==> src/kms_pkg.sv <==
// Shared constants and types of the keyboard matrix scanner
package kms_pkg;
    // ****************************************
    // Matrix and buffer geometry
    // ****************************************
    localparam int KMS_MAX_ROWS  = 8;
    localparam int KMS_MAX_COLS  = 20;
    localparam int KMS_MAX_KEYS  = 160;
    localparam int KMS_BUF_DEPTH = 16;
    localparam int KMS_CODE_W    = 8;
    localparam int KMS_NUM_MODS  = 8;
    localparam int KMS_COL_W     = 5;
    localparam int KMS_ROW_W     = 3;

    // ****************************************
    // Timing
    // ****************************************
    localparam int PCLK_KHZ      = 125000;
    localparam int SCAN_CLK_KHZ  = 128;
    localparam int KMS_TICK_CYC  = PCLK_KHZ / SCAN_CLK_KHZ;
    localparam int KMS_HIT_MULTI = 2;

    // ****************************************
    // Register map
    // ****************************************
    localparam int KMS_ADDR_W = 8;
    localparam int KMS_DATA_W = 32;
    localparam logic [KMS_ADDR_W-1:0] KMS_ADDR_CTRL   = 8'h00;
    localparam logic [KMS_ADDR_W-1:0] KMS_ADDR_STATUS = 8'h04;
    localparam logic [KMS_ADDR_W-1:0] KMS_ADDR_DATA   = 8'h08;
    localparam logic [KMS_ADDR_W-1:0] KMS_ADDR_MODA   = 8'h0c;
    localparam logic [KMS_ADDR_W-1:0] KMS_ADDR_MODB   = 8'h10;
    localparam logic [KMS_ADDR_W-1:0] KMS_ADDR_MODS   = 8'h14;

    // ****************************************
    // Field positions and reset values
    // ****************************************
    localparam int CTRL_EN_BIT    = 0;
    localparam int CTRL_COLS_LSB  = 8;
    localparam int CTRL_ROWS_LSB  = 16;
    localparam int STS_GHOST_BIT  = 0;
    localparam int STS_OVF_BIT    = 1;
    localparam int STS_CNT_LSB    = 8;
    localparam int STS_STATE_LSB  = 16;
    localparam int STS_CREQ_BIT   = 18;
    localparam int DATA_VALID_BIT = 8;
    localparam logic [KMS_COL_W-1:0]  CTRL_COLS_RST = 5'h13;
    localparam logic [KMS_ROW_W-1:0]  CTRL_ROWS_RST = 3'h7;
    localparam logic [KMS_DATA_W-1:0] MOD_RST       = 32'hffffffff;

    typedef enum logic [1:0] {
        KMS_IDLE = 2'b00,
        KMS_SCAN = 2'b01,
        KMS_END  = 2'b11
    } kms_state_e;
endpackage

==> src/kms_scanner.sv <==
// Keyboard matrix scanner with APB register access
//
// Our own choices: the register offsets and the APB register port.
`timescale 1ns/1ns

// What this block does
// Scan up to eight rows by twenty columns
// Column count programmable one to twenty
// Row count programmable one to eight
// Key codes stored in sixteen-entry buffer
// Scan steps at a 128 kHz rate
// Clock request dropped when no key pressed
// Any number of keys; ghost keys locked out
// Codes kept until read or reset
// Row inputs filtered and debounced before detection
// Idle first; all columns driven high
// Row transition in idle requests clock, scans
// Row-hit and key index cleared in idle
// Row counter wraps, then column advances
// Row and column terminal counts together lead to scan end
// Key index increments per scanned position
// Modifiers matched; others written to buffer
// Row-hit ORed only on multi-hit columns
// Hit in row of earlier column sets ghost
// Scan end rescans on keys, else idles
// Firmware polls status register for results
// Full buffer drops code and flags overflow
// Only selected column driven low
module kms_scanner #(
    parameter int BUF_DEPTH = kms_pkg::KMS_BUF_DEPTH,
    parameter int TICK_CYC  = kms_pkg::KMS_TICK_CYC
) (
    // Clock and reset
    input  wire logic                              pclk,
    input  wire logic                              presetn,
    // APB slave
    input  wire logic                              psel,
    input  wire logic                              penable,
    input  wire logic                              pwrite,
    input  wire logic [kms_pkg::KMS_ADDR_W-1:0]    paddr,
    input  wire logic [kms_pkg::KMS_DATA_W-1:0]    pwdata,
    output logic      [kms_pkg::KMS_DATA_W-1:0]    prdata,
    output logic                                   pready,
    output logic                                   pslverr,
    // Key matrix
    input  wire logic [kms_pkg::KMS_MAX_ROWS-1:0]  row_in,
    output logic      [kms_pkg::KMS_MAX_COLS-1:0]  col_out,
    // Scan clock request
    input  wire logic                              clk_ext_on,
    output logic                                   clk_req
);
    import kms_pkg::*;

    // ****************************************
    // Local constants
    // ****************************************
    localparam int PW = (BUF_DEPTH > 1) ? $clog2(BUF_DEPTH) : 1;
    localparam int TW = (TICK_CYC > 1) ? $clog2(TICK_CYC) : 1;
    localparam logic [TW-1:0] DIV_LAST = TW'(TICK_CYC - 1);
    localparam logic [PW:0]   BUF_FULL = (PW + 1)'(BUF_DEPTH);
    localparam logic [KMS_COL_W-1:0] COL_LAST_MAX = KMS_COL_W'(KMS_MAX_COLS - 1);
    localparam logic [3:0] HIT_MULTI = 4'(KMS_HIT_MULTI);

    // ****************************************
    // Functions
    // ****************************************
    function automatic logic [KMS_MAX_ROWS-1:0] row_mask(input logic [KMS_ROW_W-1:0] last);
        logic [KMS_MAX_ROWS-1:0] m;
        m = '0;
        for (int i = 0; i < KMS_MAX_ROWS; i++) begin
            m[i] = (KMS_ROW_W'(i) <= last);
        end
        return m;
    endfunction

    function automatic logic [3:0] pop_count(input logic [KMS_MAX_ROWS-1:0] v);
        logic [3:0] n;
        n = '0;
        for (int i = 0; i < KMS_MAX_ROWS; i++) begin
            n = n + {3'h0, v[i]};
        end
        return n;
    endfunction

    function automatic logic [KMS_NUM_MODS-1:0] mod_match(
        input logic [2*KMS_DATA_W-1:0] codes,
        input logic [KMS_CODE_W-1:0]   idx
    );
        logic [KMS_NUM_MODS-1:0] m;
        m = '0;
        for (int i = 0; i < KMS_NUM_MODS; i++) begin
            m[i] = (codes[i*KMS_CODE_W +: KMS_CODE_W] == idx);
        end
        return m;
    endfunction

    function automatic logic addr_ok(input logic [KMS_ADDR_W-1:0] a);
        return (a == KMS_ADDR_CTRL) || (a == KMS_ADDR_STATUS) ||
               (a == KMS_ADDR_DATA) || (a == KMS_ADDR_MODA) ||
               (a == KMS_ADDR_MODB) || (a == KMS_ADDR_MODS);
    endfunction

    // ****************************************
    // Declarations
    // ****************************************
    kms_state_e                 state;
    logic [KMS_MAX_ROWS-1:0]    row_s1;
    logic [KMS_MAX_ROWS-1:0]    row_s2;
    logic [KMS_MAX_ROWS-1:0]    row_s3;
    logic [KMS_MAX_ROWS-1:0]    row_f;
    logic [KMS_MAX_ROWS-1:0]    row_f_q;
    logic                       ctrl_en;
    logic [KMS_COL_W-1:0]       ctrl_cols;
    logic [KMS_ROW_W-1:0]       ctrl_rows;
    logic [2*KMS_DATA_W-1:0]    mod_codes;
    logic [KMS_NUM_MODS-1:0]    mod_down;
    logic                       ghost_flag;
    logic                       ovf_flag;
    logic [TW-1:0]              div_cnt;
    logic                       tick;
    logic [KMS_ROW_W-1:0]       row_cnt;
    logic [KMS_COL_W-1:0]       col_cnt;
    logic [KMS_CODE_W-1:0]      key_idx;
    logic [KMS_MAX_ROWS-1:0]    row_hit;
    logic                       any_hit;
    logic [KMS_MAX_KEYS-1:0]    seen_prev;
    logic [KMS_MAX_KEYS-1:0]    key_down;
    logic [KMS_CODE_W-1:0]      buf_mem [BUF_DEPTH];
    logic [PW-1:0]              wr_ptr;
    logic [PW-1:0]              rd_ptr;
    logic [PW:0]                buf_cnt;

    logic                       setup;
    logic                       wr_done;
    logic                       rd_done;
    logic [KMS_DATA_W-1:0]      rd_val;
    logic [KMS_COL_W-1:0]       col_last;
    logic [KMS_MAX_ROWS-1:0]    row_vec;
    logic                       row_chg;
    logic                       clk_ok;
    logic                       step;
    logic                       key_now;
    logic                       press_ev;
    logic                       ghost_ev;
    logic                       report;
    logic                       release_ev;
    logic [KMS_NUM_MODS-1:0]    mod_hit;
    logic                       push;
    logic                       push_ok;
    logic                       pop;
    logic                       buf_full;
    logic                       go_scan;
    logic                       go_idle;

    // ****************************************
    // Row input filtering
    // ****************************************
    // Third stage must agree with second before the filtered value moves
    always_ff @(posedge pclk or negedge presetn) begin
        if (!presetn) begin
            row_s1  <= '1;
            row_s2  <= '1;
            row_s3  <= '1;
            row_f   <= '1;
            row_f_q <= '1;
        end else begin
            row_s1  <= row_in;
            row_s2  <= row_s1;
            row_s3  <= row_s2;
            row_f_q <= row_f;
            if (row_s2 == row_s3) begin
                row_f <= row_s3;
            end
        end
    end

    // ****************************************
    // Decode of scan conditions
    // ****************************************
    assign col_last = (ctrl_cols > COL_LAST_MAX) ? COL_LAST_MAX : ctrl_cols;
    assign row_vec  = ~row_f & row_mask(ctrl_rows);
    assign row_chg  = (row_f != row_f_q);
    assign clk_ok   = clk_req | clk_ext_on;
    assign step     = (state == KMS_SCAN) && tick && ctrl_en;
    assign key_now  = row_vec[row_cnt];

    // Key must be seen on two passes running before it is reported
    assign press_ev   = step && key_now && seen_prev[key_idx] && !key_down[key_idx];
    assign ghost_ev   = press_ev && row_hit[row_cnt];
    assign report     = press_ev && !ghost_ev;
    assign release_ev = step && !key_now && !seen_prev[key_idx] && key_down[key_idx];
    assign mod_hit    = mod_match(mod_codes, key_idx);
    assign push       = report && (mod_hit == '0);
    assign buf_full   = (buf_cnt == BUF_FULL);
    assign push_ok    = push && !buf_full;

    assign go_scan = (state == KMS_IDLE) && ctrl_en && row_chg;
    assign go_idle = ((state != KMS_IDLE) && !ctrl_en) ||
                     ((state == KMS_END) && !any_hit);

    // ****************************************
    // Scan rate divider
    // ****************************************
    always_ff @(posedge pclk or negedge presetn) begin
        if (!presetn) begin
            div_cnt <= '0;
            tick    <= 1'b0;
        end else if ((state == KMS_IDLE) || !clk_ok) begin
            div_cnt <= '0;
            tick    <= 1'b0;
        end else if (div_cnt == DIV_LAST) begin
            div_cnt <= '0;
            tick    <= 1'b1;
        end else begin
            div_cnt <= div_cnt + 1'b1;
            tick    <= 1'b0;
        end
    end

    // ****************************************
    // Scan state machine and counters
    // ****************************************
    always_ff @(posedge pclk or negedge presetn) begin
        if (!presetn) begin
            state   <= KMS_IDLE;
            row_cnt <= '0;
            col_cnt <= '0;
            key_idx <= '0;
            row_hit <= '0;
            any_hit <= 1'b0;
        end else if (go_idle) begin
            state <= KMS_IDLE;
        end else begin
            case (state)
                KMS_IDLE: begin
                    row_cnt <= '0;
                    col_cnt <= '0;
                    key_idx <= '0;
                    row_hit <= '0;
                    any_hit <= 1'b0;
                    if (go_scan) begin
                        state <= KMS_SCAN;
                    end
                end
                KMS_SCAN: begin
                    if (step) begin
                        key_idx <= key_idx + 1'b1;
                        any_hit <= any_hit | key_now;
                        if (row_cnt == ctrl_rows) begin
                            row_cnt <= '0;
                            if (pop_count(row_vec) >= HIT_MULTI) begin
                                row_hit <= row_hit | row_vec;
                            end
                            if (col_cnt == col_last) begin
                                state <= KMS_END;
                            end else begin
                                col_cnt <= col_cnt + 1'b1;
                            end
                        end else begin
                            row_cnt <= row_cnt + 1'b1;
                        end
                    end
                end
                KMS_END: begin
                    // Keys still present: start a fresh pass
                    state   <= KMS_SCAN;
                    row_cnt <= '0;
                    col_cnt <= '0;
                    key_idx <= '0;
                    row_hit <= '0;
                    any_hit <= 1'b0;
                end
                default: begin
                    state <= KMS_IDLE;
                end
            endcase
        end
    end

    // ****************************************
    // Column drive and clock request
    // ****************************************
    always_ff @(posedge pclk or negedge presetn) begin
        if (!presetn) begin
            col_out <= '1;
        end else if (state == KMS_SCAN) begin
            col_out <= ~(KMS_MAX_COLS'(1) << col_cnt);
        end else begin
            col_out <= '1;
        end
    end

    always_ff @(posedge pclk or negedge presetn) begin
        if (!presetn) begin
            clk_req <= 1'b0;
        end else if (go_scan) begin
            clk_req <= !clk_ext_on;
        end else if (go_idle) begin
            clk_req <= 1'b0;
        end
    end

    // ****************************************
    // Per-key debounce state
    // ****************************************
    always_ff @(posedge pclk or negedge presetn) begin
        if (!presetn) begin
            seen_prev <= '0;
            key_down  <= '0;
        end else if (go_idle) begin
            seen_prev <= '0;
            key_down  <= '0;
        end else if (step) begin
            seen_prev[key_idx] <= key_now;
            if (press_ev) begin
                key_down[key_idx] <= 1'b1;
            end else if (release_ev) begin
                key_down[key_idx] <= 1'b0;
            end
        end
    end

    always_ff @(posedge pclk or negedge presetn) begin
        if (!presetn) begin
            mod_down <= '0;
        end else if (go_idle) begin
            mod_down <= '0;
        end else if (report && (mod_hit != '0)) begin
            mod_down <= mod_down | mod_hit;
        end else if (release_ev) begin
            mod_down <= mod_down & ~mod_hit;
        end
    end

    // ****************************************
    // Key-code buffer
    // ****************************************
    assign pop = rd_done && (paddr == KMS_ADDR_DATA) && prdata[DATA_VALID_BIT];

    always_ff @(posedge pclk or negedge presetn) begin
        if (!presetn) begin
            for (int i = 0; i < BUF_DEPTH; i++) begin
                buf_mem[i] <= '0;
            end
        end else if (push_ok) begin
            buf_mem[wr_ptr] <= key_idx;
        end
    end

    always_ff @(posedge pclk or negedge presetn) begin
        if (!presetn) begin
            wr_ptr  <= '0;
            rd_ptr  <= '0;
            buf_cnt <= '0;
        end else begin
            if (push_ok) begin
                wr_ptr <= wr_ptr + 1'b1;
            end
            if (pop) begin
                rd_ptr <= rd_ptr + 1'b1;
            end
            if (push_ok && !pop) begin
                buf_cnt <= buf_cnt + 1'b1;
            end else if (pop && !push_ok) begin
                buf_cnt <= buf_cnt - 1'b1;
            end
        end
    end

    // ****************************************
    // Status flags
    // ****************************************
    // Set beats a write-one-to-clear in the same cycle
    always_ff @(posedge pclk or negedge presetn) begin
        if (!presetn) begin
            ghost_flag <= 1'b0;
        end else if (ghost_ev) begin
            ghost_flag <= 1'b1;
        end else if (wr_done && (paddr == KMS_ADDR_STATUS) && pwdata[STS_GHOST_BIT]) begin
            ghost_flag <= 1'b0;
        end
    end

    always_ff @(posedge pclk or negedge presetn) begin
        if (!presetn) begin
            ovf_flag <= 1'b0;
        end else if (push && buf_full) begin
            ovf_flag <= 1'b1;
        end else if (wr_done && (paddr == KMS_ADDR_STATUS) && pwdata[STS_OVF_BIT]) begin
            ovf_flag <= 1'b0;
        end
    end

    // ****************************************
    // APB slave
    // ****************************************
    assign setup   = psel && !penable;
    assign wr_done = psel && penable && pready && pwrite;
    assign rd_done = psel && penable && pready && !pwrite;

    always_comb begin
        rd_val = '0;
        if (paddr == KMS_ADDR_CTRL) begin
            rd_val[CTRL_EN_BIT] = ctrl_en;
            rd_val[CTRL_COLS_LSB +: KMS_COL_W] = ctrl_cols;
            rd_val[CTRL_ROWS_LSB +: KMS_ROW_W] = ctrl_rows;
        end else if (paddr == KMS_ADDR_STATUS) begin
            rd_val[STS_GHOST_BIT] = ghost_flag;
            rd_val[STS_OVF_BIT]   = ovf_flag;
            rd_val[STS_CNT_LSB +: PW + 1] = buf_cnt;
            rd_val[STS_STATE_LSB +: 2] = state;
            rd_val[STS_CREQ_BIT] = clk_req;
        end else if (paddr == KMS_ADDR_DATA) begin
            rd_val[KMS_CODE_W-1:0] = buf_mem[rd_ptr];
            rd_val[DATA_VALID_BIT] = (buf_cnt != '0);
        end else if (paddr == KMS_ADDR_MODA) begin
            rd_val = mod_codes[KMS_DATA_W-1:0];
        end else if (paddr == KMS_ADDR_MODB) begin
            rd_val = mod_codes[2*KMS_DATA_W-1:KMS_DATA_W];
        end else if (paddr == KMS_ADDR_MODS) begin
            rd_val[KMS_NUM_MODS-1:0] = mod_down;
        end
    end

    always_ff @(posedge pclk or negedge presetn) begin
        if (!presetn) begin
            pready  <= 1'b0;
            pslverr <= 1'b0;
            prdata  <= '0;
        end else begin
            pready  <= setup;
            pslverr <= setup && !addr_ok(paddr);
            prdata  <= (setup && !pwrite) ? rd_val : '0;
        end
    end

    always_ff @(posedge pclk or negedge presetn) begin
        if (!presetn) begin
            ctrl_en   <= 1'b0;
            ctrl_cols <= CTRL_COLS_RST;
            ctrl_rows <= CTRL_ROWS_RST;
            mod_codes <= {MOD_RST, MOD_RST};
        end else if (wr_done) begin
            if (paddr == KMS_ADDR_CTRL) begin
                ctrl_en   <= pwdata[CTRL_EN_BIT];
                ctrl_cols <= pwdata[CTRL_COLS_LSB +: KMS_COL_W];
                ctrl_rows <= pwdata[CTRL_ROWS_LSB +: KMS_ROW_W];
            end else if (paddr == KMS_ADDR_MODA) begin
                mod_codes[KMS_DATA_W-1:0] <= pwdata;
            end else if (paddr == KMS_ADDR_MODB) begin
                mod_codes[2*KMS_DATA_W-1:KMS_DATA_W] <= pwdata;
            end
        end
    end
endmodule

==> config.mk <==
export PLATFORM = sky130hd
export DESIGN_NAME = kms_scanner
export DESIGN_NICKNAME = d
export VERILOG_FILES = /design/src/kms_pkg.sv /design/src/kms_scanner.sv
export SDC_FILE = /design/constraint.sdc
export NUM_CORES = 1
export LEC_CHECK = 0
export ABC_CLOCK_PERIOD_IN_PS = 5100
export BUFFER_PORTS_ARGS = -buffer_cell sky130_fd_sc_hd__buf_2
export CAP_MARGIN = 5
export CORE_MARGIN = 2
export CORE_UTILIZATION = 35
export CTS_CLUSTER_SIZE = 28
export DETAILED_ROUTE_END_ITERATION = 10
export GPL_ROUTABILITY_DRIVEN = 1
export GPL_TIMING_DRIVEN = 0
export RECOVER_POWER = 100
export SLEW_MARGIN = 20
export SYNTH_ARGS = -nofsm -noshare
export SYNTH_HDL_FRONTEND = slang
export SYNTH_SLANG_ARGS = --single-unit
==> constraint.sdc <==
create_clock -name pclk -period 5.1 [get_ports pclk]
set_input_delay 1.02 -clock pclk [delete_from_list [all_inputs] [get_ports pclk]]
set_output_delay 1.02 -clock pclk [all_outputs]
set_load 0.1 [all_outputs]
# Word level (Yosys, flattened, before mapping)
# Cells that the tools add are included.
[classes]
addsub = 15
order_cmp = 16
eq_ne = 29
n_shift = 1
mux = 80
n_bitwise = 17
n_reduce_logical = 78
[op_table]
columns = ["op", "n"]
rows = [
  ["2-to-1 mux 160 bit", 6],
  ["AND 160 bit", 1],
  ["bitwise mux 160 bit", 1],
  ["NOT 160 bit", 1],
  ["OR 160 bit", 1],
  ["bitwise mux 128 bit", 1],
  ["2-to-1 mux 8 bit", 12],
  ["== test 8 bit", 9],
  ["2-to-1 mux 32 bit", 2],
  ["2-to-1 mux 5 bit", 8],
  ["logical AND 1 bit", 34],
  ["binary-select mux 8 bit (select 4 bit)", 1],
  ["demux 8 bit (select 4 bit)", 1],
  ["one-hot mux 8 bit (2 select lines)", 2],
  ["2-to-1 mux 13 bit", 2],
  ["2-to-1 mux 24 bit", 1],
  ["2-to-1 mux 23 bit", 1],
  ["2-to-1 mux 10 bit", 2],
  ["2-to-1 mux 20 bit", 1],
  ["NOT 20 bit", 1],
  ["<< shifter 1 x 5 -> 20 bit (first input constant)", 1],
  ["2-to-1 mux 3 bit", 6],
  ["adder 4 x 1 -> 4 bit", 4],
  ["AND 8 bit", 2],
  ["other kinds (61)", 135],
]
[totals]
register_bits = 677
inputBits = 54
output_inout_bits = 55
elab_cells = 283

# Depth between registers and ports, before layout
# Gate-level depths: netlist of run 1.
[depth]
depth_word = 16
depth_mapped = 22
ltp_nobuf = 16

# Least setup slack after synthesis of run 1
# Ideal clock, no wire load.
[synth_timing]
path_kind = "register to register"
from = "register ctrl_rows[2]"
to = "register row_hit[0]"
setup_time_ns = 0.128
t_arrival_ns = 4.120
required_ns = 4.972
slack_ns = 0.852
path_stages_with_launch = 18
path_buffers = 2
synth_period_minus_slack_ns = 4.248
cell_sequence = "dfstp_2 clkbuf_1 nor3_1 nor2_1 inv_1 fa_1 fa_1 inv_1 fa_1 ha_1 fa_1 nand3_1 o21a_1 o21bai_1 a21oi_1 nor2b_1 clkbuf_1 nor2_1"
[synth_via]
elab_chain_len = 12
word_cells_on_any_way = 26
classes_between = "7 x add/sub; 9 x order compare; 3 x eq/ne; 4 x mux; 2 x bitwise; 1 x reduce/logical"
[synth_rtl]
columns = ["item", "line_no", "rtl"]
rows = [
  ["from (decl)", "kms_scanner.sv:114", "logic [KMS_ROW_W-1:0] ctrl_rows;"],
  ["from (signal assigned)", "kms_scanner.sv:447", "ctrl_rows <= pwdata[CTRL_ROWS_LSB +: KMS_ROW_W];"],
  ["less-or-equal comparator 1 x 3 -> 1 bit", "kms_scanner.sv:71", "m[i] = (KMS_ROW_W'(i) <= last);"],
  ["AND 8 bit", "kms_scanner.sv:181", "assign row_vec = ~row_f & row_mask(ctrl_rows);"],
  ["adder 1 x 1 -> 2 bit", "kms_scanner.sv:80", "n = n + {3'h0, v[i]};"],
  ["adder 2 x 1 -> 3 bit", "kms_scanner.sv:80", ""],
  ["adder 3 x 1 -> 4 bit", "kms_scanner.sv:80", ""],
  ["adder 4 x 1 -> 4 bit (4 in series)", "kms_scanner.sv:80", ""],
  ["greater-or-equal comparator 4 x 2 -> 1 bit", "kms_scanner.sv:251", "if (pop_count(row_vec) >= HIT_MULTI) begin"],
  ["inequality test 2 bit (no line)", "-", ""],
  ["AND reduction 5 bit (no line)", "-", ""],
  ["to (signal assigned)", "kms_scanner.sv:252", "row_hit <= row_hit | row_vec;"],
  ["to (decl)", "kms_scanner.sv:124", "logic [KMS_MAX_ROWS-1:0] row_hit;"],
]
# Several ways; a longest one is shown, not always the timed one. The select of a mux whose other input is x is not followed.
# A chain may end at the register's enable or synchronous reset.

# Worst setup path after layout of run 1
[layout_timing]
from = "register key_idx[0]"
to = "register buf_cnt[4]"
[layout_via]
elab_chain_len = 12
word_cells_on_any_way = 26
classes_between = "8 x eq/ne; 5 x mux; 13 x reduce/logical"
[layout_rtl]
columns = ["item", "line_no", "rtl"]
rows = [
  ["from (decl)", "kms_scanner.sv:123", "logic [KMS_CODE_W-1:0] key_idx;"],
  ["from (signal assigned)", "kms_scanner.sv:247", "key_idx <= key_idx + 1'b1;"],
  ["binary-select mux 1 bit (select 8 bit)", "kms_scanner.sv:188", "assign press_ev = step && key_now && seen_prev[key_idx] && !key_down[key_idx];"],
  ["2-to-1 mux 1 bit (not written as such)", "kms_scanner.sv:188", ""],
  ["logical AND 1 bit / logical NOT 1 bit (equally long branches)", "kms_scanner.sv:188", ""],
  ["logical AND 1 bit", "kms_scanner.sv:188", ""],
  ["logical AND 1 bit", "kms_scanner.sv:189", "assign ghost_ev = press_ev && row_hit[row_cnt];"],
  ["logical NOT 1 bit", "kms_scanner.sv:190", "assign report = press_ev && !ghost_ev;"],
  ["logical AND 1 bit", "kms_scanner.sv:190", ""],
  ["logical AND 1 bit *", "kms_scanner.sv:193", "assign push = report && (mod_hit == '0);"],
  ["logical AND 1 bit *", "kms_scanner.sv:195", "assign push_ok = push && !buf_full;"],
  ["net push_ok", "kms_scanner.sv:149", "logic push_ok;"],
  ["logical NOT 1 bit", "kms_scanner.sv:364", "end else if (pop && !push_ok) begin"],
  ["logical AND 1 bit", "kms_scanner.sv:364", ""],
  ["nonzero test 2 bit (no line)", "-", ""],
  ["to (signal assigned)", "kms_scanner.sv:363", "buf_cnt <= buf_cnt + 1'b1;"],
  ["to (signal assigned)", "kms_scanner.sv:365", "buf_cnt <= buf_cnt - 1'b1;"],
  ["to (decl)", "kms_scanner.sv:131", "logic [PW:0] buf_cnt;"],
]
# The timed path passes the listed nets; every way through them passes the cells marked *. The select of a mux whose other input is x is not followed.

==> summary.txt, run 1 <==
Worst setup path
  • Worst Path Required: 5.61 ns
  • CP max FO: 10
  • R2R Path End: buf_cnt[4]
  • Critical Path Slowest Stage Cell: dfrtp_1
  • Worst reg-to-reg setup slack: approximately 0.011 ns
  • WP buf/inv: 7
  • Crit. End Element: flop
  • Crit path launch type: flop
  • Delay-heaviest family, CP: buffers and inverters
  • Slowest Stage Delay on Critical Path: approximately 0.42 ns
  • Crit path kind: reg -> reg
  • Top cell by count, worst path: buf_6
  • Worst Reg-to-Reg Cells: 22
  • Crit path DAT: 5.60 ns
  • Worst r2r src: key_idx[0]
  • Worst Setup SP: key_idx[0]
  • CP Cell Sequence: buf_6, buf_4, buf_6, nor2_4, buf_4, a22oi_1, nand3_1, nand4_1, a211o_1, and3b_2, nand3_2, buf_6, buf_12, nor2_2, ha_1, inv_1, ha_1, a21o_1, a21oi_1, xnor2_1, nor2_1, xor2_1

Power
  • Pwr dens: roughly 390 nW/um^2
  • P_leak: around 16 nW
  • P_sw: about 0.0053 W
  • Sequential fraction of design power: between 30% and 40%
  • Comb power frac: about a quarter
  • Sw Ratio: between 30% and 40%
  • Clock power frac: approximately 40%
  • P_int: roughly 0.0099 W
  • Worst vdd ir: around 0.25 mV

Routing
  • Vias: 28,487
  • DR WL/cell: 26.8 um
  • Drt first pass iters: 6
  • Drt via density: 6.13
  • Drt total wl: approximately 120,000 um
  • Antenna Nets Post-Route: 0
  • DR iter-0 viols: 3,568
  • Residual DRC: 0

Placement
  • Number of port buffers: around 110
  • Routability cong.: just over 0.9
  • Post-DP HPWL: 84,800 um

Global route
  • Vias in the first global route: 27,624
  • First-pass GRT wire length: between 150,000 and 200,000 um
  • GRT Residual Overflow: 0
  • Tot GR Track Use: between 20% and 30%
  • Largest net degree at the start of global routing: 97
  • Initial antenna violation count: 4

Final layout
  • Antenna diode count: 0
  • Share of layout cells above drive strength 1: around a fifth
  • Layout Nets: between 3,000 and 4,000
  • Final core occ: a little over 40%
  • Area delta synth->final: 14.7%

Min path
  • Worst min path class: reg -> reg
  • Hold Path Stages: 0
  • Hold endpoint: row_s2[6]
  • HP Start: row_s1[6]

Floorplan
  • Core ar.: 96,900 um^2
  • FP Rows: between 100 and 150
  • Die area: ~100,000 um^2
  • Die H: approximately 320 um
  • IO Pins: 109
  • Die X: 317 um
  • Effective utilization at floorplan: between 30% and 40%

Timing
  • Crit share post-route: between 90% and 100%
  • Fmax: approximately 0.20 GHz
  • Final worst path period need: between 5 and 6 ns
  • Pins over their slew limit: between 200 and 300
  • RSZ-0062 raised after global routing: true
  • Final setup TNS: 0 ns
  • Max-slew headroom: -68.3%
  • Worst Skew: 0.0492 ns
  • Final setup fails: 0
  • Least-Margin Pin Slew: ~2.5 ns
  • Final hold viol count: 0

Yosys
  • Syn Nets: between 3,000 and 4,000
  • Fraction of registers with async set/reset: 100%
  • Most frequent cell after synthesis: dfrtp_1
  • Synth top area share: between 30 and 40%
  • Synth warn: 0
  • Fraction of the yosys area taken by sequential cells: 49.9%
  • Area leader, netlist: dfrtp_1
  • Synth cell count leaders: dfrtp_1, a21oi_1, nand2_1, clkbuf_1, mux2_2
  • Netlist Area Pre-Place: roughly 34,000 um^2
  • #FFs+latches synth: roughly 680
  • Gate count of the mapped netlist: approximately 3,100
  • Primary FF master, synth: dfrtp_1
  • EDFF count, synth: 0
  • Synth unique cells: between 70 and 80
  • Mean Syn Cell Area: between 10 and 15 um^2
  • Top post-synthesis cells by area: dfrtp_1, dfstp_2, mux2_2

Clock tree
  • Clock-pin slew on the worst setup and hold paths: 0.06 ns
  • Worst skew pair latency: between 0.6 and 0.7 ns
  • Cts hold-fix bufs: 0
  • CTS root buffer: clkbuf_16
  • Clock buffer count from CTS: 77
  • Longest Clk Path Bufs: 3
  • CTS H-tree depth: 3
  • Postcts setup bufs: 0
  • CTS tree: yes
  • Clock sink count: ~680

Flow run
  • MaxCap Viol Count: 4

Status
  • Status: finished with violations
  • Failing checks: max-capacitance violations, max-slew violations
worst reg2reg max path, cell delays in order, from the launching register on:
cell and delay, ns:
dfrtp_1 0.42, buf_6 0.16, buf_4 0.23, buf_6 0.25
nor2_4 0.40, buf_4 0.35, a22oi_1 0.16, nand3_1 0.15
nand4_1 0.15, a211o_1 0.32, and3b_2 0.30, nand3_2 0.09
buf_6 0.20, buf_12 0.21, nor2_2 0.18, ha_1 0.26
inv_1 0.10, ha_1 0.32, a21o_1 0.19, a21oi_1 0.17
xnor2_1 0.14, nor2_1 0.07, xor2_1 0.15
flip-flops by register name (all words and copies together) (netlist names), 10 cells and up:
| signal | count |
|---|---|
| mod_codes | 64 |
| div_cnt | 10 |
| prdata | 32 |
| col_out | 20 |
| seen_prev | 160 |
| key_down | 160 |
| buf_mem | 128 |
logic make-up after synthesis:
| kind of cell | count (synthesis) | share of synthesized area (%) |
|---|---|---|
| simple gates | 621 | 8.72 |
| flops | 677 | 49.9 |
| mux | 390 | 15.6 |
| buf+inv | 364 | 4.59 |
| xor+xnor | 104 | 2.66 |
| fa+ha+maj | 33 | 1.31 |
| compound gates | 931 | 17.2 |
routing by layer:
layer | vias up | part of all wire, % | wire length [um] | GRT usage [%]
met5 | - | 0.010 | 13 | 0
met4 | 2 | 5.5 | 6790 | 12.1
met3 | 416 | 11 | 13800 | 6.48
met2 | 1791 | 44 | 54300 | 36.3
met1 | 14281 | 40 | 49600 | 32.8
li1 | 11997 | - | - | -
timing repair:
item | in CTS | in global routing
resized for setup | 30 | 10
pin swaps | 0 | 0
endpoints found under the setup margin | 129 | 14
layout by cell type, fill, tap and decap left out, drive strengths merged, types with 6 or more instances in the layout:
| master | n |
|---|---|
| nand4 | 29 |
| a21oi | 316 |
| clkbuf | 445 |
| a31oi | 130 |
| bufinv | 9 |
| inv | 35 |
| a22o | 9 |
| a22oi | 43 |
| xnor2 | 46 |
| o22ai | 22 |
| nor3 | 39 |
| a211oi | 37 |
| mux2i | 88 |
| a222oi | 7 |
| or3 | 6 |
| nand2 | 268 |
| nand3 | 48 |
| and3 | 15 |
| xor2 | 58 |
| dfstp | 130 |
| o22a | 6 |
| clkinv | 13 |
| a311oi | 145 |
| nand2b | 7 |
| nor2b | 19 |
| mux4 | 90 |
| mux2 | 212 |
| buf | 113 |
| dfrtp | 547 |
| ha | 28 |
| and2 | 17 |
| nor4 | 15 |
| nor2 | 139 |
| o21ai | 160 |
| o31ai | 6 |
| a32oi | 16 |
how the worst max path moves through the flow:
stage               endpoint  slack, ns  cells past startpoint
2_1_floorplan     row_hit[0]       0.85                     17
3_3_place_gp   key_down[104]     -11.66                      1
3_5_place_dp      buf_cnt[4]      -0.61                     22
4_1_cts           buf_cnt[4]       0.01                     22
5_1_grt          buf_mem[10]      -0.09                      4
6_report          buf_cnt[4]       0.01                     22
per-stage QoR:
stage / worst slack, ns / cell area (um^2) / hold slack, ns / std cells / total power [W]
3_3_place_gp: -11.66 / 36400 / 0.348 / 4501 / 0.00904
5_1_grt: -0.0898 / 39300 / 0.359 / 4650 / 0.0155
4_1_cts: 0.0111 / 39500 / 0.290 / 4650 / 0.0151
6_report: 0.0106 / 39300 / 0.357 / 4650 / 0.0152
3_5_place_dp: -0.606 / 36700 / 0.347 / 4511 / 0.00907
2_1_floorplan: 0.852 / 34300 / 0.345 / 3120 / 0.00756
layout make-up:
cell class | instances | area [um^2]
Fill cell | 9361 | 57600
Multi-Input combinational cell | 2079 | 15600
Tap cell | 1276 | 1600
Timing Repair Buffer | 115 | 581
Inverter | 31 | 116
Clock inverter | 28 | 412
Clock buffer | 112 | 2310
Sequential cell | 677 | 17100
Buffer | 332 | 1540
power groups by stage:
stage / registers [W] / logic (W) / clock network (W)
after global routing: 0.00554 / 0.00372 / 0.00629
after global placement: 0.00563 / 0.00342 / 0
after CTS: 0.00553 / 0.00350 / 0.00605
final: 0.00553 / 0.00362 / 0.00601
after floorplan: 0.00566 / 0.00190 / 0
after detailed placement: 0.00563 / 0.00344 / 0
(Power assumes the default switching activity.)
==> run 2, diff against run 1 <==
Settings changed: CTS_BUF_LIST set to sky130_fd_sc_hd__clkbuf_8.
==> run 2 against run 1 <==
Compared with the run above:
- the run ends with max-capacitance violations, max-slew violations, negative setup slack left
- sequential share of layout area grew 0.39 points
- sequential cell count unchanged
- final cell count rose by 1.7%
- global-route usage increased by 0.10 points
- first-iteration DRC count rose by 4.7%
- clock power decreased by 13%
- non-clock buffer count is the same
- via count up 0.41%
- die area stayed put
- worst hold slack improved by 0.0020 ns
- worst setup slack lost 0.030 ns
- largest cell class unchanged
- largest power group is now registers
==> summary.txt, run 2 (synthesis gave the netlist of run 1 again) <==
Status
  • Status: finished with violations (unchanged)
  • Failing checks: max-capacitance violations, max-slew violations, negative setup slack (was max-capacitance violations, max-slew violations)

Timing
  • Pins over their slew limit: 232 (was 290)
  • Final worst path period need: 5.12 ns (was 5.09 ns)
  • Worst Skew: 0.101 ns (was 0.0492 ns)
  • Crit share post-route: 100% (was 99.8%)
  • Final setup TNS: -0.0390 ns (was 0 ns)
  • Fmax: 0.195 GHz (was 0.196 GHz)
  • Least-Margin Pin Slew: 2.53 ns (was 2.52 ns)
  • Final setup fails: 3 (was 0)
  • RSZ-0062 raised after global routing: true (unchanged)
  • Max-slew headroom: -68.6% (was -68.3%)
  • Final hold viol count: 0 (unchanged)
  • Final worst slack: -0.0193 ns (was 0.0106 ns)

Final layout
  • Leading cell type in the layout, fill and taps excluded: dfrtp_1 (unchanged)
  • Area delta synth->final: 13.7% (was 14.7%)
  • Share of layout cells above drive strength 1: 21.2% (was 20.3%)
  • Most frequent cells in the layout: dfrtp_1, clkbuf_1, a21oi_1, nand2_1, mux2_2 (unchanged)
  • Layout filler cell count: 9,445 (was 9,361)
  • Layout Nets: 3,439 (was 3,400)
  • Finished Layout Cells: 4,729 (was 4,650)
  • Regs by FF count: key_down (160), seen_prev (160), buf_mem (128) (unchanged)
  • Final core occ: 40.2% (was 40.6%)

Worst setup path
  • Crit path DAT: 5.78 ns (was 5.60 ns)
  • Crit. End Element: flop (unchanged)
  • Crit path kind: reg -> reg (unchanged)
  • Critical Path Slowest Stage Cell: clkbuf_1 (was dfrtp_1)
  • CP Cell Sequence: buf_2, nor2b_1, clkbuf_2, buf_2, nand2_1, nand3_1, nand4_1, a211o_1, and3b_2, and4_1, clkbuf_1, clkbuf_1, clkbuf_1, a31oi_1, o21ai_0 (was buf_6, buf_4, buf_6, nor2_4, buf_4, a22oi_1, nand3_1, nand4_1, a211o_1, and3b_2, nand3_2, buf_6, buf_12, nor2_2, ha_1, inv_1, ha_1, a21o_1, a21oi_1, xnor2_1, nor2_1, xor2_1)
  • Top cell by count, worst path: clkbuf_1 (was buf_6)
  • WP buf/inv: 6 (was 7)
  • CP max FO: 10 (unchanged)
  • Delay-heaviest family, CP: buffers and inverters (unchanged)
  • Crit path launch type: flop (unchanged)
  • Slowest Stage Delay on Critical Path: 0.72 ns (was 0.42 ns)
  • Worst Path Required: 5.76 ns (was 5.61 ns)

Floorplan
  • Effective utilization at floorplan: 35.4% (unchanged)
  • Core ar.: 96,900 um^2 (unchanged)
  • IO Pins: 109 (unchanged)
  • Die area: 100,000 um^2 (unchanged)
  • Die X: 317 um (unchanged)
  • Die H: 317 um (unchanged)
  • FP Rows: 114 (unchanged)

Routing
  • Drt total wl: 125,000 um (was 124,000 um)
  • Residual DRC: 0 (unchanged)
  • Drt first pass iters: 6 (unchanged)
  • DR iter-0 viols: 3,734 (was 3,568)
  • Drt via density: 6.05 (was 6.13)
  • DR WL/cell: 26.4 um (was 26.8 um)
  • Antenna Nets Post-Route: 0 (unchanged)
  • Vias: 28,603 (was 28,487)

Power
  • Clock power frac: 36.2% (was 39.7%)
  • P_int: 0.00904 W (was 0.00988 W)
  • Comb power frac: 25.3% (was 23.9%)
  • P_leak: 16.3 nW (about the same)
  • Pwr dens: 368 nW/um^2 (was 386 nW/um^2)
  • Sw Ratio: 37.0% (was 34.8%)
  • Worst vdd ir: 0.211 mV (was 0.252 mV)
  • Sequential fraction of design power: 38.5% (was 36.4%)
  • P_sw: 0.00531 W (was 0.00528 W)

Global route
  • Gr busiest metal: met2 (unchanged)
  • Met1 Use GR: 32.7% (was 32.8%)
  • First-pass GRT wire length: 183,000 um (about the same)
  • Largest net degree at the start of global routing: 97 (unchanged)
  • GRT Residual Overflow: 0 (unchanged)
  • Vias in the first global route: 27,678 (was 27,624)
  • Met3 Use GR: 7.07% (was 6.48%)
  • Initial antenna violation count: 6 (was 4)
  • Met2 Use GR: 36.6% (was 36.3%)
  • Tot GR Track Use: 24.5% (was 24.4%)

Placement
  • Dpl cells: 4,511 (unchanged)
  • Post-DP HPWL: 84,800 um (unchanged)
  • Number of port buffers: 105 (unchanged)
  • Routability cong.: 0.936 (unchanged)

Clock tree
  • CTS tree: yes (unchanged)
  • Clock buffer count from CTS: 116 (was 77)
  • Cts hold-fix bufs: 0 (unchanged)
  • CTS root buffer: clkbuf_8 (was clkbuf_16)
  • Clock sink count: 677 (unchanged)
  • Clock-pin slew on the worst setup and hold paths: 0.06 ns (about the same)
  • CTS H-tree depth: 3 (unchanged)
  • Longest Clk Path Bufs: 3 (unchanged)
  • Worst skew pair latency: 0.81 ns (was 0.65 ns)

Flow run
  • MaxCap Viol Count: 4 (unchanged)

Min path
  • Worst min path class: reg -> reg (unchanged)
run 2: cell types whose count changed in the layout (fill, tap and decap cells not counted), moves of 5 or more:
cell | previous run | this run
bufinv_16 | 9 | 2
clkbuf_16 | 79 | 0
inv_1 | 31 | 62
clkbuf_1 | 328 | 323
clkinv_2 | 12 | 24
clkbuf_8 | 22 | 154
mux2_4 | 8 | 1
mux2_1 | 12 | 18
run 2: layout make-up:
class                           count  area (um^2)  share of cell area, %
Sequential cell                   677        17100                   43.9
Multi-Input combinational cell   2079        15600                   40.1
Clock buffer                      153         2110                   5.41
Tap cell                         1276         1600                   4.10
Buffer                            332         1530                   3.93
Timing Repair Buffer              115          541                   1.39
Clock inverter                     62          339                  0.870
Inverter                           31          116                  0.299
Antenna cell                        4         10.0                 0.0257
run 2: layer usage:
| layer | vias up | wire [um] |
|---|---|---|
| met3 | 400 | 14300 |
| li1 | 12093 | - |
| met4 | 0 | 6300 |
| met1 | 14311 | 49400 |
| met2 | 1799 | 54700 |
| met5 | - | 0 |
run 2: per-stage QoR:
step                total power (W)  worst slack (ns)  instance area (um^2)  hold WS, ns
floorplan                   0.00756             0.852                 34300        0.345
global placement            0.00904            -11.66                 36400        0.348
detailed placement          0.00907            -0.606                 36700        0.347
CTS                          0.0143            0.0147                 39200        0.118
global route                 0.0147           -0.0988                 39000        0.325
finish                       0.0144           -0.0193                 39000        0.358
run 2: path summary, 6_finish.rpt:
check	startpoint	endpoint	slack (ns)	cells past startpoint
setup / recovery	key_idx[3]	key_down[62]	-0.02	15
hold / removal	row_s1[7]	row_s2[7]	0.36	0
setup reg to reg	key_idx[3]	key_down[62]	-0.02	15
hold reg to reg	row_s1[7]	row_s2[7]	0.36	0
max in group asynchronous	presetn	key_down[105]	0.73	3
min in group asynchronous	presetn	row_hit[0]	0.87	1
run 2: worst register-to-register path, cell delays in order (launching register included):
cell and delay, ns:
dfrtp_1 0.40, buf_2 0.40, nor2b_1 0.18, clkbuf_2 0.42, buf_2 0.47, nand2_1 0.12, nand3_1 0.16, nand4_1 0.17
a211o_1 0.32, and3b_2 0.29, and4_1 0.19, clkbuf_1 0.18, clkbuf_1 0.67, clkbuf_1 0.72, a31oi_1 0.16, o21ai_0 0.15
run 2: timing repair:
item | 4_1_cts | 5_1_grt
setup buffers | 0 | 0
pin swaps | 0 | 0
cloned | 0 | 0
endpoints found under the setup margin | 129 | 17
hold endpoints to repair | 0 | 0
gates resized for setup | 30 | 8
run 2: power by group through the flow:
stage	sequential (W)	clock [W]	combinational (W)
finish	0.00553	0.00520	0.00363
global route	0.00554	0.00549	0.00371
CTS	0.00553	0.00525	0.00349
detailed placement	0.00563	0	0.00344
global placement	0.00563	0	0.00342
floorplan	0.00566	0	0.00190
